**src/inc/sar_adc_pkg.sv**
```systemverilog
/*
 * shared constants for the successive-approximation converter control:
 * register addresses, field positions, reset values, timing tables, states.
 * assumes a 100 MHz core clock and a slower peripheral tick derived from it.
 */
package sar_adc_pkg;

    ////////////////////////////////////////////////////////////////////////////
    // register map
    localparam logic [15:0] MODE_ADDR        = 16'hff80;
    localparam logic [15:0] CHAN_ADDR        = 16'hff81;
    localparam logic [15:0] RESULT_WORD_ADDR = 16'hff18;
    localparam logic [15:0] RESULT_HIGH_ADDR = 16'hff1a;

    localparam logic [7:0]  MODE_RESET       = 8'h00;
    localparam logic [7:0]  CHAN_RESET       = 8'h00;
    localparam logic [7:0]  MODE_WRITABLE    = 8'hb9;
    localparam logic [7:0]  CHAN_WRITABLE    = 8'h03;
    localparam logic [9:0]  RESULT_RESET     = 10'h000;
    localparam logic [15:0] RDATA_IDLE       = 16'h0000;

    localparam int RUN_BIT     = 7;
    localparam int TIMING_MSB  = 5;
    localparam int TIMING_LSB  = 3;
    localparam int ENABLE_BIT  = 0;
    localparam int RESULT_BITS = 10;
    localparam int CHANNELS    = 4;

    ////////////////////////////////////////////////////////////////////////////
    // approximation register
    localparam logic [9:0] SAR_MSB_ONLY = 10'h200;
    localparam logic [3:0] SAR_TOP_BIT  = 4'h9;

    ////////////////////////////////////////////////////////////////////////////
    // timing
    localparam int CORE_CLK_HZ   = 100_000_000;
    localparam int PERIPH_CLK_HZ = 10_000_000;
    localparam int PERIPH_DIV    = CORE_CLK_HZ / PERIPH_CLK_HZ;
    localparam logic [7:0] PERIPH_DIV_LAST    = 8'(PERIPH_DIV - 1);
    localparam logic [7:0] START_DELAY_TICKS  = 8'h03;
    localparam logic [7:0] COMPARE_STEPS      = 8'h0c;
    localparam logic [7:0] RESOLVE_STEPS      = 8'h0a;

    // sampling length in peripheral ticks per timing code
    function automatic logic [7:0] sample_ticks(input logic [2:0] code);
        logic [7:0] t;
        t = 8'h00;
        case (code)
            3'h0:    t = 8'd12;
            3'h1:    t = 8'd24;
            3'h2:    t = 8'd48;
            3'h3:    t = 8'd88;
            3'h4:    t = 8'd24;
            3'h5:    t = 8'd48;
            3'h6:    t = 8'd96;
            default: t = 8'd176;
        endcase
        return t;
    endfunction

    // whole conversion length in peripheral ticks per timing code
    function automatic logic [7:0] total_ticks(input logic [2:0] code);
        logic [7:0] t;
        t = 8'h00;
        case (code)
            3'h0:    t = 8'd36;
            3'h1:    t = 8'd48;
            3'h2:    t = 8'd72;
            3'h3:    t = 8'd112;
            3'h4:    t = 8'd72;
            3'h5:    t = 8'd96;
            3'h6:    t = 8'd144;
            default: t = 8'd224;
        endcase
        return t;
    endfunction

    typedef enum logic [1:0] {ST_IDLE, ST_START_WAIT, ST_SAMPLE, ST_COMPARE} conv_state_t;

endpackage

```
**src/hw/approximation_register.sv**
```systemverilog
/*
 * ten-bit successive approximation register: loads the msb trial, then
 * settles one bit per decision and raises the next lower bit as trial.
 * assumes the controller issues begin and decide strobes in sequence.
 */
`timescale 1ns/1ns
module approximation_register (
    input  wire logic       clk_in,
    input  wire logic       rst_n_in,
    input  wire logic       ce_in,
    input  wire logic       begin_in,
    input  wire logic       decide_in,
    input  wire logic [3:0] bit_in,
    input  wire logic       cmp_ge_in,
    output logic      [9:0] value_out
);

    ////////////////////////////////////////////////////////////////////////////
    always_ff @(posedge clk_in or negedge rst_n_in) begin
        if (!rst_n_in) begin
            value_out <= sar_adc_pkg::RESULT_RESET;
        end else if (ce_in) begin
            if (begin_in) begin
                value_out <= sar_adc_pkg::SAR_MSB_ONLY;
            end else if (decide_in) begin
                value_out[bit_in] <= cmp_ge_in;
                if (bit_in != 4'h0) begin
                    value_out[bit_in - 4'h1] <= 1'b1;
                end
            end
        end
    end
endmodule

```
**src/hw/sar_adc_control.sv**
```systemverilog
/*
 * control for a ten-bit successive-approximation converter: mode and channel
 * registers, sample/hold and trial sequencing, result registers, done pulse.
 * assumes an analog sample-hold, tap divider and comparator outside; the
 * comparator decision is asynchronous and is synchronised here.
 */
`timescale 1ns/1ns
// Summary of operation
// convert one of four selected inputs
// sample at start, hold for the rest
// resolve msb to lsb, then transfer result
// result word: ten low bits, upper zero
// high byte gets top eight result bits
// done pulse on every completed conversion
// mode register at ff80, reset zero
// run bit7, timing 5:3, enable bit0
// run bit zero stops, one starts
// timing code sets sample and total ticks
// length covers sampling plus comparison steps
// enable bit powers the comparator
// run starts even with comparator off
// software waits before run after enable
// stopped, waiting, or converting by bits
// software waits two cycles before run
// software stops before changing timing code
// software keeps conversion under hundred microseconds
// conversions repeat until run bit cleared
// mode or channel write restarts conversion
// set trial bit, keep when input ge
// sampling begins two to three ticks later
// trial presented, decision captured once per step
module sar_adc_control (
    input  wire logic        clk_in,
    input  wire logic        rst_n_in,
    input  wire logic        ce_in,
    input  wire logic [15:0] addr_in,
    input  wire logic [15:0] wdata_in,
    input  wire logic        wr_in,
    input  wire logic        rd_in,
    input  wire logic        cmp_ge_in,
    output logic      [15:0] rdata_out,
    output logic             sample_out,
    output logic      [9:0]  trial_code_out,
    output logic      [1:0]  channel_select_out,
    output logic             comparator_power_out,
    output logic             conversion_done_irq_out,
    output logic      [3:0]  port_pin_usable_out
);

    ////////////////////////////////////////////////////////////////////////////
    // registers and state
    logic [7:0]                 converter_mode_control_q;
    logic [7:0]                 input_channel_select_q;
    logic [15:0]                conversion_result_word_q;
    logic [7:0]                 conversion_result_high_byte_q;
    sar_adc_pkg::conv_state_t   state_q;
    sar_adc_pkg::conv_state_t   state_d;
    logic [7:0]                 cnt_q;
    logic [7:0]                 cnt_d;
    logic [7:0]                 div_q;
    logic                       tick_q;
    logic                       cmp_meta_q;
    logic                       cmp_sync_q;
    logic [9:0]                 sar_value;

    ////////////////////////////////////////////////////////////////////////////
    // decode
    logic       mode_wr;
    logic       chan_wr;
    logic       cfg_wr;
    logic       run_new;
    logic [2:0] timing_code;
    logic [7:0] samp_len;
    logic [7:0] step_len;
    logic [7:0] step_idx;
    logic [7:0] step_phase;
    logic       step_end;
    logic       sar_begin;
    logic       sar_decide;
    logic [3:0] sar_bit;
    logic       transfer;

    assign mode_wr     = ce_in && wr_in && addr_in == sar_adc_pkg::MODE_ADDR;
    assign chan_wr     = ce_in && wr_in && addr_in == sar_adc_pkg::CHAN_ADDR;
    assign cfg_wr      = mode_wr || chan_wr;
    assign run_new     = mode_wr ? wdata_in[sar_adc_pkg::RUN_BIT]
                                 : converter_mode_control_q[sar_adc_pkg::RUN_BIT];
    assign timing_code = converter_mode_control_q[sar_adc_pkg::TIMING_MSB:
                                                  sar_adc_pkg::TIMING_LSB];
    assign samp_len    = sar_adc_pkg::sample_ticks(timing_code);
    // comparison span is always twelve equal steps: ten bits, then settle and transfer
    assign step_len    = 8'((sar_adc_pkg::total_ticks(timing_code) - samp_len)
                            / sar_adc_pkg::COMPARE_STEPS);
    assign step_idx    = timing_code[2] ? (cnt_q >> 2) : (cnt_q >> 1);
    assign step_phase  = timing_code[2] ? {6'h00, cnt_q[1:0]} : {7'h00, cnt_q[0]};
    assign step_end    = step_phase == step_len - 8'h01;

    ////////////////////////////////////////////////////////////////////////////
    // peripheral tick: conversion timing counts these, not core cycles
    always_ff @(posedge clk_in or negedge rst_n_in) begin
        if (!rst_n_in) begin
            div_q  <= 8'h00;
            tick_q <= 1'b0;
        end else if (ce_in) begin
            tick_q <= div_q == sar_adc_pkg::PERIPH_DIV_LAST;
            div_q  <= (div_q == sar_adc_pkg::PERIPH_DIV_LAST) ? 8'h00 : div_q + 8'h01;
        end
    end

    // the comparator answers on its own time; two flops before use
    always_ff @(posedge clk_in or negedge rst_n_in) begin
        if (!rst_n_in) begin
            cmp_meta_q <= 1'b0;
            cmp_sync_q <= 1'b0;
        end else if (ce_in) begin
            cmp_meta_q <= cmp_ge_in;
            cmp_sync_q <= cmp_meta_q;
        end
    end

    ////////////////////////////////////////////////////////////////////////////
    // software registers
    always_ff @(posedge clk_in or negedge rst_n_in) begin
        if (!rst_n_in) begin
            converter_mode_control_q <= sar_adc_pkg::MODE_RESET;
        end else if (mode_wr) begin
            converter_mode_control_q <= wdata_in[7:0] & sar_adc_pkg::MODE_WRITABLE;
        end
    end

    always_ff @(posedge clk_in or negedge rst_n_in) begin
        if (!rst_n_in) begin
            input_channel_select_q <= sar_adc_pkg::CHAN_RESET;
        end else if (chan_wr) begin
            input_channel_select_q <= wdata_in[7:0] & sar_adc_pkg::CHAN_WRITABLE;
        end
    end

    always_ff @(posedge clk_in or negedge rst_n_in) begin
        if (!rst_n_in) begin
            rdata_out <= sar_adc_pkg::RDATA_IDLE;
        end else if (ce_in) begin
            rdata_out <= sar_adc_pkg::RDATA_IDLE;
            if (rd_in) begin
                case (addr_in)
                    sar_adc_pkg::MODE_ADDR:
                        rdata_out <= {8'h00, converter_mode_control_q};
                    sar_adc_pkg::CHAN_ADDR:
                        rdata_out <= {8'h00, input_channel_select_q};
                    sar_adc_pkg::RESULT_WORD_ADDR:
                        rdata_out <= conversion_result_word_q;
                    sar_adc_pkg::RESULT_HIGH_ADDR:
                        rdata_out <= {8'h00, conversion_result_high_byte_q};
                    default:
                        rdata_out <= sar_adc_pkg::RDATA_IDLE;
                endcase
            end
        end
    end

    ////////////////////////////////////////////////////////////////////////////
    // sequencer
    always_comb begin
        state_d    = state_q;
        cnt_d      = cnt_q;
        sar_begin  = 1'b0;
        sar_decide = 1'b0;
        sar_bit    = sar_adc_pkg::SAR_TOP_BIT - step_idx[3:0];
        transfer   = 1'b0;
        case (state_q)
            sar_adc_pkg::ST_IDLE: begin
                cnt_d = 8'h00;
            end
            sar_adc_pkg::ST_START_WAIT: begin
                if (tick_q) begin
                    cnt_d = cnt_q + 8'h01;
                    if (cnt_q == sar_adc_pkg::START_DELAY_TICKS - 8'h01) begin
                        state_d = sar_adc_pkg::ST_SAMPLE;
                        cnt_d   = 8'h00;
                    end
                end
            end
            sar_adc_pkg::ST_SAMPLE: begin
                if (tick_q) begin
                    cnt_d = cnt_q + 8'h01;
                    if (cnt_q == samp_len - 8'h01) begin
                        state_d   = sar_adc_pkg::ST_COMPARE;
                        cnt_d     = 8'h00;
                        sar_begin = 1'b1;
                    end
                end
            end
            sar_adc_pkg::ST_COMPARE: begin
                if (tick_q) begin
                    cnt_d = cnt_q + 8'h01;
                    // one decision in each of the ten bit steps, read after the trial has settled
                    sar_decide = step_end && step_idx < sar_adc_pkg::RESOLVE_STEPS;
                    if (step_end && step_idx == sar_adc_pkg::COMPARE_STEPS - 8'h01) begin
                        transfer = 1'b1;
                        state_d  = sar_adc_pkg::ST_SAMPLE;
                        cnt_d    = 8'h00;
                    end
                end
            end
            default: begin
                state_d = sar_adc_pkg::ST_IDLE;
                cnt_d   = 8'h00;
            end
        endcase
        if (cfg_wr) begin
            // any configuration write throws away the conversion in flight
            state_d    = run_new ? sar_adc_pkg::ST_START_WAIT : sar_adc_pkg::ST_IDLE;
            cnt_d      = 8'h00;
            sar_begin  = 1'b0;
            sar_decide = 1'b0;
            transfer   = 1'b0;
        end
    end

    always_ff @(posedge clk_in or negedge rst_n_in) begin
        if (!rst_n_in) begin
            state_q <= sar_adc_pkg::ST_IDLE;
            cnt_q   <= 8'h00;
        end else if (ce_in) begin
            state_q <= state_d;
            cnt_q   <= cnt_d;
        end
    end

    approximation_register u_sar (
        .clk_in    (clk_in),
        .rst_n_in  (rst_n_in),
        .ce_in     (ce_in),
        .begin_in  (sar_begin),
        .decide_in (sar_decide),
        .bit_in    (sar_bit),
        .cmp_ge_in (cmp_sync_q),
        .value_out (sar_value)
    );

    assign trial_code_out = sar_value;

    ////////////////////////////////////////////////////////////////////////////
    // results and outputs
    always_ff @(posedge clk_in or negedge rst_n_in) begin
        if (!rst_n_in) begin
            conversion_result_word_q      <= {6'h00, sar_adc_pkg::RESULT_RESET};
            conversion_result_high_byte_q <= sar_adc_pkg::RESULT_RESET[9:2];
        end else if (ce_in && transfer) begin
            conversion_result_word_q      <= {6'h00, sar_value};
            conversion_result_high_byte_q <= sar_value[9:2];
        end
    end

    always_ff @(posedge clk_in or negedge rst_n_in) begin
        if (!rst_n_in) begin
            conversion_done_irq_out <= 1'b0;
        end else if (ce_in) begin
            conversion_done_irq_out <= transfer;
        end
    end

    always_ff @(posedge clk_in or negedge rst_n_in) begin
        if (!rst_n_in) begin
            sample_out           <= 1'b0;
            comparator_power_out <= 1'b0;
        end else if (ce_in) begin
            sample_out           <= state_d == sar_adc_pkg::ST_SAMPLE;
            // the run bit alone keeps the comparator up, so a start with it off still works
            comparator_power_out <= converter_mode_control_q[sar_adc_pkg::ENABLE_BIT]
                                 || converter_mode_control_q[sar_adc_pkg::RUN_BIT];
        end
    end

    always_ff @(posedge clk_in or negedge rst_n_in) begin
        if (!rst_n_in) begin
            channel_select_out  <= 2'h0;
            port_pin_usable_out <= 4'hf;
        end else if (ce_in) begin
            channel_select_out  <= input_channel_select_q[1:0];
            port_pin_usable_out <= ~(4'h1 << input_channel_select_q[1:0]);
        end
    end

    ////////////////////////////////////////////////////////////////////////////
    // checks
    logic [7:0] conv_ticks_q;

    always_ff @(posedge clk_in or negedge rst_n_in) begin
        if (!rst_n_in) begin
            conv_ticks_q <= 8'h00;
        end else if (ce_in) begin
            if (state_q != sar_adc_pkg::ST_SAMPLE && state_q != sar_adc_pkg::ST_COMPARE) begin
                conv_ticks_q <= 8'h00;
            end else if (transfer) begin
                conv_ticks_q <= 8'h00;
            end else if (tick_q) begin
                conv_ticks_q <= conv_ticks_q + 8'h01;
            end
        end
    end
endmodule

```
**config.mk**
```make
export PLATFORM = sky130hd
export DESIGN_NAME = sar_adc_control
export DESIGN_NICKNAME = d
export VERILOG_FILES = /design/src/inc/sar_adc_pkg.sv /design/src/hw/approximation_register.sv /design/src/hw/sar_adc_control.sv
export SDC_FILE = /design/constraint.sdc
export NUM_CORES = 1
export LEC_CHECK = 0
export ABC_CLOCK_PERIOD_IN_PS = 6000
export BUFFER_PORTS_ARGS = -buffer_cell sky130_fd_sc_hd__buf_2
export CELL_PAD_IN_SITES_DETAIL_PLACEMENT = 2
export CELL_PAD_IN_SITES_GLOBAL_PLACEMENT = 2
export CORE_ASPECT_RATIO = 1.25
export CORE_MARGIN = 1
export CORE_UTILIZATION = 33
export CTS_CLUSTER_SIZE = 20
export DETAILED_ROUTE_END_ITERATION = 8
export PLACE_DENSITY_LB_ADDON = 0.1
export RECOVER_POWER = 50
export SKIP_CTS_REPAIR_TIMING = 1
export SLEW_MARGIN = 10
export SYNTH_ARGS = -nofsm -noshare
export SYNTH_HDL_FRONTEND = slang
export SYNTH_HIERARCHICAL = 1
export SYNTH_SLANG_ARGS = --single-unit
export TNS_END_PERCENT = 20
```
**constraint.sdc**
```tcl
create_clock -name clk_in -period 6 [get_ports clk_in]
set_input_delay 1.5 -clock clk_in [delete_from_list [all_inputs] [get_ports clk_in]]
set_output_delay 1.5 -clock clk_in [all_outputs]
set_load 0.01 [all_outputs]
```
==> results.md, run 1 <==
- Max-Cap Viols: 2
- Post-synth top area share: 0.3440
- Syn. warnings: 6
- Starting Density: 0.3418
- Row Count: 47
- Post-Syn Area: roughly 4600 µm²
- Max_slew headroom: -0.9451
- Layout net count: approximately 590
- Vias in the first global route: ~4200
- Global-route wire length before repair: around 22000 µm
- Worst-skew pair later-pin latency: between 300 and 400 ps
- Top cells by count, synth: dfrtp_1, nand2_1, nor2_1
- Final worst clock skew: 8.162 ps
- Area of the multi-input gates: between 2000 and 3000 µm²
- Leakage power: 2.497 nW
- #FFs+latches synth: 67
- ANT nets after route: 0
- Total Routing Usage GR: 0.1958
- CTS clock-pin slew for the worst setup and hold paths: approximately 50 ps
- PD cells: 274.6 nW/µm²
- Gpl congestion: between 0.7 and 0.8
- Most instantiated library cell after synthesis: dfrtp_1
- Max Fclk: ~180 MHz
- Cells on Worst Hold Path: 1
- Yosys cell types: 90
- CTS H-tree lvls: 3
- Die X: around 110 µm
- DRC: 0
- DRT iter0 DRCs: 110
- Pre-CTS setup slack: -69.41 ps
- Vias per inst: 5.423
- Max Transition Viols Final: 93
- Synthesized area per cell: slightly below 10 µm²
- Cell accounting for the most synthesized area: dfrtp_1
- Hold crit path type: reg -> reg
- Worst-margin pin slew: just under 3000 ps
- Routed vias: 3850
- Setup Viol. Count Final: 0
- Number of synthesized flops with an enable pin: 0
- Area Growth Syn to Fin: 20.64%
- Arrival @ worst endpoint: 5880 ps
- First-pass detailed-route iteration total: 4
- Core Region: 13410 µm²
- Clock tree buffer depth: 2
- Crit path max fanout: 4
- Fill cell count: between 1000 and 1500
- Failing checks: max-capacitance violations, max-slew violations
- Cells after Synth: ~470
- Ant. Diodes: 0
- Status: finished, violations left
- Asr flop ratio synth: 1.000
- Final wirelength: around 13000 µm
- Share of cells above drive strength 1: 0.3024
- Synth area leaders: dfrtp_1, mux2_2, ha_1
- Antenna violations before repair: 0
- Startpoint Class: register
- IO Pins: 73
- VDD IR max: 190.5 µV
- DIE HEIGHT: around 130 µm
- Kind of critical path: reg -> reg
- Post-route minimum period: roughly 5700 ps
- Final hold slack: 487.6 ps
- Register area: 1683 µm²
- Hpwl dp: between 10000 and 15000 µm
- Largest net degree at the start of global routing: 54
- Routed len/inst: roughly 19 µm
- Fin crit share: 0.9417
- WP data required: between 6000 and 7000 ps
- Final hold violations: 0
- Overflow left after global routing: 0
- CTS Sinks: 67
- Min setup slack post-route: between 300 and 400 ps
- Number of buffers created by CTS: 9
- Worst R2R Path Depth: 25
- TritonCTS clock tree: built
- Main synth FF type: dfrtp_1
- Port Buffer Count: 56
- Seq/Total Area, Yosys: 0.3669
- Worst Setup End Kind: register
- Die ar.: 14370 µm²
- CTS root buf: clkbuf_16
==> cell type report <==
cell class                      instances  share of cell area
Clock buffer                           12             0.04639
Clock inverter                          4             0.01313
Inverter                               22             0.01494
Multi-Input combinational cell        346              0.4895
Sequential cell                        67              0.3044
Tap cell                              171             0.03870
Timing Repair Buffer                   88             0.09301
==> critical path, stage by stage, from the launching register on <==
cell,delay [ps]
dfrtp_1,380
or3_4,410
ha_1,230
fa_2,360
nand2b_4,170
o2bb2ai_2,150
xnor2_2,150
ha_2,200
buf_4,140
a211o_1,260
o31ai_4,230
nor3_1,70
a211oi_1,270
o21ai_1,110
ha_1,310
xor2_1,150
a21oi_1,80
or4_1,410
a311o_1,300
a21oi_2,190
o2111ai_2,180
nor2_4,180
o21a_1,180
buf_6,120
a31oi_1,60
a311oi_1,250
==> registers in the layout (all words and copies together), names as in the netlist <==
name,flops
u_sar/value_out,10
conversion_result_high_byte_q,8
input_channel_select_q,2
channel_select_out,2
port_pin_usable_out,4
cnt_q,8
cmp_sync_q,1
sample_out,1
state_q,2
conversion_done_irq_out,1
converter_mode_control_q,5
div_q,8
tick_q,1
rdata_out,10
comparator_power_out,1
cmp_meta_q,1
conversion_result_word_q,2
==> cell families (layout without fill, tap and decap cells) <==
logic type      after synthesis  in the layout  synth area share
compound gates              113            113            0.1886
xor+xnor                     21             21           0.04505
fa+ha+maj                    13             13           0.03713
buf+inv                      59            126           0.06388
flops                        67             67            0.3669
mux                          39             39           0.09964
other cells                   1              6         0.0008182
simple gates                154            154            0.1979
==> path summary, 6_finish.rpt <==
check / start / slack, ps / to
max: converter_mode_control_q[5]$_DFFE_PN0P_ / 350 / u_sar/value_out[1]$_DFFE_PN0P_
min: rdata_out[7]$_DFFE_PN0P_ / 490 / rdata_out[7]$_DFFE_PN0P_
max reg2reg: converter_mode_control_q[5]$_DFFE_PN0P_ / 350 / u_sar/value_out[1]$_DFFE_PN0P_
min reg2reg: rdata_out[7]$_DFFE_PN0P_ / 490 / rdata_out[7]$_DFFE_PN0P_
max in group asynchronous: rst_n_in / 1270 / converter_mode_control_q[3]$_DFFE_PN0P_
min in group asynchronous: rst_n_in / 1260 / div_q[4]$_DFFE_PN0P_
==> per-layer routing <==
layer / up-vias / wire length, µm / GRT usage
met5: - / 0 / 0
met4: 0 / 240 / 0.06469
met3: 11 / 183 / 0.02250
met2: 40 / 7073 / 0.3480
met1: 1957 / 5773 / 0.2439
li1: 1842 / - / -
==> where the power goes <==
part           switching (W)  leakage (nW)  internal (W)
Combinational       0.000210          1.46      0.000152
Sequential         0.0000787         0.874      0.000497
Clock               0.000194         0.159      0.000386
==> stage by stage <==
step                      total power [W]  cells  area [µm²]  TNS, ps  utilization
after floorplan                 0.0008472    472        4604        0            -
after global placement          0.0009223    688        5081        0       0.3790
after detailed placement        0.0009455    688        5081   -381.5       0.3790
after CTS                        0.001537    704        5410   -761.0       0.4035
after global routing             0.001600    710        5529   -6.652       0.4124
final                            0.001518    710        5529        0       0.4124
==> cell usage in the layout, fill, tap and decap left out, types with 4 or more instances in the layout <==
cell type,count
nand3_1,20
o211ai_1,4
mux2_4,9
buf_2,51
a211o_1,4
mux2i_1,13
conb_1,6
xor2_1,8
dfrtp_1,62
mux2_2,16
nand3b_1,4
dfstp_2,4
nand4_1,5
o2bb2ai_1,10
ha_1,10
nor3_1,9
and2_1,5
o21ai_0,14
and3_1,8
nand2_1,28
a31oi_1,10
o22ai_1,6
a22oi_1,6
clkbuf_16,9
o21ai_1,7
inv_1,22
buf_4,28
a21oi_1,12
xnor2_1,10
nand2b_1,7
nor2_1,27
clkbuf_1,8
Note: power is estimated with default switching activity, not from simulation.
==> run 2: changes to the inputs <==
--- a/config.mk
+++ b/config.mk
@@ -5,17 +5,19 @@
 export SDC_FILE = /design/constraint.sdc
 export NUM_CORES = 1
 export LEC_CHECK = 0
+export ABC_AREA = 1
 export ABC_CLOCK_PERIOD_IN_PS = 6000
 export BUFFER_PORTS_ARGS = -buffer_cell sky130_fd_sc_hd__buf_2
 export CELL_PAD_IN_SITES_DETAIL_PLACEMENT = 2
 export CELL_PAD_IN_SITES_GLOBAL_PLACEMENT = 2
 export CORE_ASPECT_RATIO = 1.25
 export CORE_MARGIN = 1
-export CORE_UTILIZATION = 33
+export CORE_UTILIZATION = 29
 export CTS_CLUSTER_SIZE = 20
 export DETAILED_ROUTE_END_ITERATION = 8
 export PLACE_DENSITY_LB_ADDON = 0.1
 export RECOVER_POWER = 50
+export REMOVE_ABC_BUFFERS = 1
 export SKIP_CTS_REPAIR_TIMING = 1
 export SLEW_MARGIN = 10
 export SYNTH_ARGS = -nofsm -noshare
==> run 2 against run 1 <==
The run still ends with max-capacitance violations, max-slew violations left. First-iteration DRC count is 15% lower. Clock skew down 4.5 ps. Sequential power shrank 5.2%. Critical path depth grew 11. Worst setup slack gained 180 ps. Core utilization is 6.5 points lower. Global-route usage decreased by 0.64 points. Final area shrank 9.4%. Power shrank 12%. Clock power shrank 8.1%. Routed wire length increased by 3.6%. Register-to-register slack gained 180 ps. Critical endpoint is now u_sar/value_out[2]$_DFFE_PN0P_. Largest cell class unchanged.
==> results.md, run 2 <==
- Status: finished, violations left
- Failing checks: max-capacitance violations, max-slew violations
- Share of cells above drive strength 1: 0.1486
- Setup crit end: u_sar/value_out[2]$_DFFE_PN0P_
- RSZ-0062 raised after global routing: false
- IO Pins: 73
- Row Count: 49
- Leakage power: 2.574 nW
- Top cells by count, synth: nand2_1, inv_1, dfrtp_1
- CTS H-tree lvls: 3
- Number of buffers created by CTS: 9
- Flop-to-flop setup slack: 530 ps
- Setup TNS: 0 ps
- WP data required: roughly 6300 ps
- Vias in the first global route: roughly 4500
- Largest net degree at the start of global routing: 39
- Post-Syn Area: 4280 µm²
- Post-route minimum period: 5467 ps
- Max-Cap Viols: 1
- Worst-margin pin slew: around 2200 ps
- Main synth FF type: dfrtp_1
- DIE HEIGHT: approximately 140 µm
- Kind of critical path: reg -> reg
- Arrival @ worst endpoint: between 5000 and 6000 ps
- Top flop regs: rdata_out x10, u_sar/value_out x10
- Number of synthesized flops with an enable pin: 0
- R2R Path End: u_sar/value_out[2]$_DFFE_PN0P_
- CTS Sinks: 67
- Max Transition Viols Final: 39
- Post-synth top area share: 0.3683
- Worst R2R Path Depth: 36
- Ant. Diodes: 0
- Min setup slack post-route: between 500 and 600 ps
- Crit-path slowest cell: dfrtp_1
- First-pass detailed-route iteration total: 4
- Critical path's most frequent cell: nand2_1
- RR Startpoint: converter_mode_control_q[5]$_DFFE_PN0P_
- Worst setup startpoint: converter_mode_control_q[5]$_DFFE_PN0P_
- Routed len/inst: between 15 and 20 µm
- Overflow left after global routing: 0
- Worst Setup End Kind: register
- Max Fclk: 182.9 MHz
- Port Buffer Count: 56
- Final hold violations: 0
- Global-route wire length before repair: ~23000 µm
- Largest stage delay, worst path: 470 ps
- Cell accounting for the most synthesized area: dfrtp_1
- Asr flop ratio synth: 1.000
- Yosys cell types: 53
- Syn. warnings: 6
- Die ar.: 15250 µm²
- Setup Viol. Count Final: 0
- Fin crit share: 0.9112
- CTS clock-pin slew for the worst setup and hold paths: 50 ps
- Hpwl dp: between 10000 and 15000 µm
- #FFs+latches synth: 67
- Most frequent cells in the layout: nand2_1, inv_1, dfrtp_1
- DRT iter0 DRCs: 94
- DRC: 0
- Hold crit path type: reg -> reg
- Synth area leaders: dfrtp_1, nand2_1, inv_1
- Pre-CTS setup slack: roughly 370 ps
- Final wirelength: ~14000 µm
- Commonest non-fill, non-tap cell in the layout: nand2_1
- Most instantiated library cell after synthesis: nand2_1
- Startpoint Class: register
- Synthesized area per cell: ~7.4 µm²
- Vias per inst: ~4.9
- Core Region: 14410 µm²
- Seq/Total Area, Yosys: 0.3929
- PD cells: between 200 and 300 nW/µm²
- Layout net count: a little under 700
- Gpl congestion: roughly 0.77
- Final worst clock skew: between 3 and 4 ps
- TritonCTS clock tree: built
- ANT nets after route: 0
- Area Growth Syn to Fin: 17.07%
- Starting Density: 0.2971
- Max_slew headroom: -0.4605
- Worst-skew pair later-pin latency: ~330 ps
- Crit path max fanout: 10
- Total Routing Usage GR: 0.1894
- Fill cell count: about 1700
- Cells after Synth: 580
- Routed vias: between 4000 and 5000
- Antenna violations before repair: 0
- Die X: ~110 µm
- VDD IR max: between 100 and 150 µV
- Clock tree buffer depth: 2
- CTS root buf: clkbuf_16
## run 2: cell types whose count changed in the layout (fill, tap and decap cells not counted), sizes merged, moves of 11 or more
cell,previous run,this run
nand3,21,33
buf,81,30
o2bb2ai,12,0
a21oi,14,29
clkbuf,19,43
mux2,26,1
o21ai,22,33
inv,22,76
nand2,29,185
mux2i,13,2
nor2,28,52
## run 2: final cells by class
| type | count | area [µm²] | share of cell area |
|---|---|---|---|
| Clock inverter | 4 | 50.05 | 0.009988 |
| Multi-Input combinational cell | 424 | 2238 | 0.4467 |
| Clock buffer | 12 | 246.5 | 0.04919 |
| Tap cell | 178 | 222.7 | 0.04444 |
| Sequential cell | 67 | 1682 | 0.3356 |
| Inverter | 78 | 295.3 | 0.05893 |
| Timing Repair Buffer | 61 | 276.5 | 0.05518 |
## run 2: per-layer routing
| metal | vias to the layer above | global-route usage | routed length (µm) |
|---|---|---|---|
| met5 | - | 0 | 0 |
| met4 | 0 | 0.05630 | 154 |
| met3 | 10 | 0.03212 | 285 |
| met2 | 39 | 0.3592 | 7469 |
| met1 | 2042 | 0.2171 | 5841 |
| li1 | 1982 | - | - |
## run 2: cell families after synthesis
group | after synthesis | synth area share
simple gates | 297 | 0.3043
buf+inv | 94 | 0.09032
compound gates | 91 | 0.1324
flops | 67 | 0.3929
xor+xnor | 14 | 0.03215
fa+ha+maj | 13 | 0.03975
mux | 3 | 0.007308
other cells | 1 | 0.0008761
## run 2: power by group
part	switching (W)	internal, W	total [W]
sequential	0.0000514	0.000495	0.000546
combinational	0.000165	0.0000955	0.000260
clock	0.000201	0.000333	0.000533
## run 2: critical path, delay by kind of cell (launching register included)
family	cells	cell delay (ps)
compound gates	4	510
flops	1	470
simple gates	22	2650
fa+ha+maj	4	1120
buf+inv	6	620
## run 2: worst min-delay path by stage
stage | startpoint | to | slack [ps] | depth (start not counted)
after global placement | channel_select_out[0]$_DFFE_PN0P_ | channel_select_out[0]$_DFFE_PN0P_ | 450 | 2
after global routing | cmp_meta_q$_DFFE_PN0P_ | cmp_meta_q$_DFFE_PN0P_ | 510 | 2
final | cmp_meta_q$_DFFE_PN0P_ | cmp_meta_q$_DFFE_PN0P_ | 470 | 2
after floorplan | div_q[7]$_DFFE_PN0P_ | div_q[7]$_DFFE_PN0P_ | 440 | 1
after CTS | cmp_meta_q$_DFFE_PN0P_ | cmp_meta_q$_DFFE_PN0P_ | 480 | 2
after detailed placement | cmp_meta_q$_DFFE_PN0P_ | cmp_meta_q$_DFFE_PN0P_ | 460 | 2
## run 2: through the flow
stage	hold WS (ps)	instances	utilization	cell area, µm²	total power (W)
floorplan	437.1	569	-	4208	0.0007123
global placement	449.9	808	0.3296	4748	0.0008042
detailed placement	464.7	808	0.3296	4748	0.0008206
CTS	481.9	824	0.3502	5045	0.001369
global route	510.1	824	0.3478	5011	0.001421
finish	474.8	824	0.3478	5011	0.001340
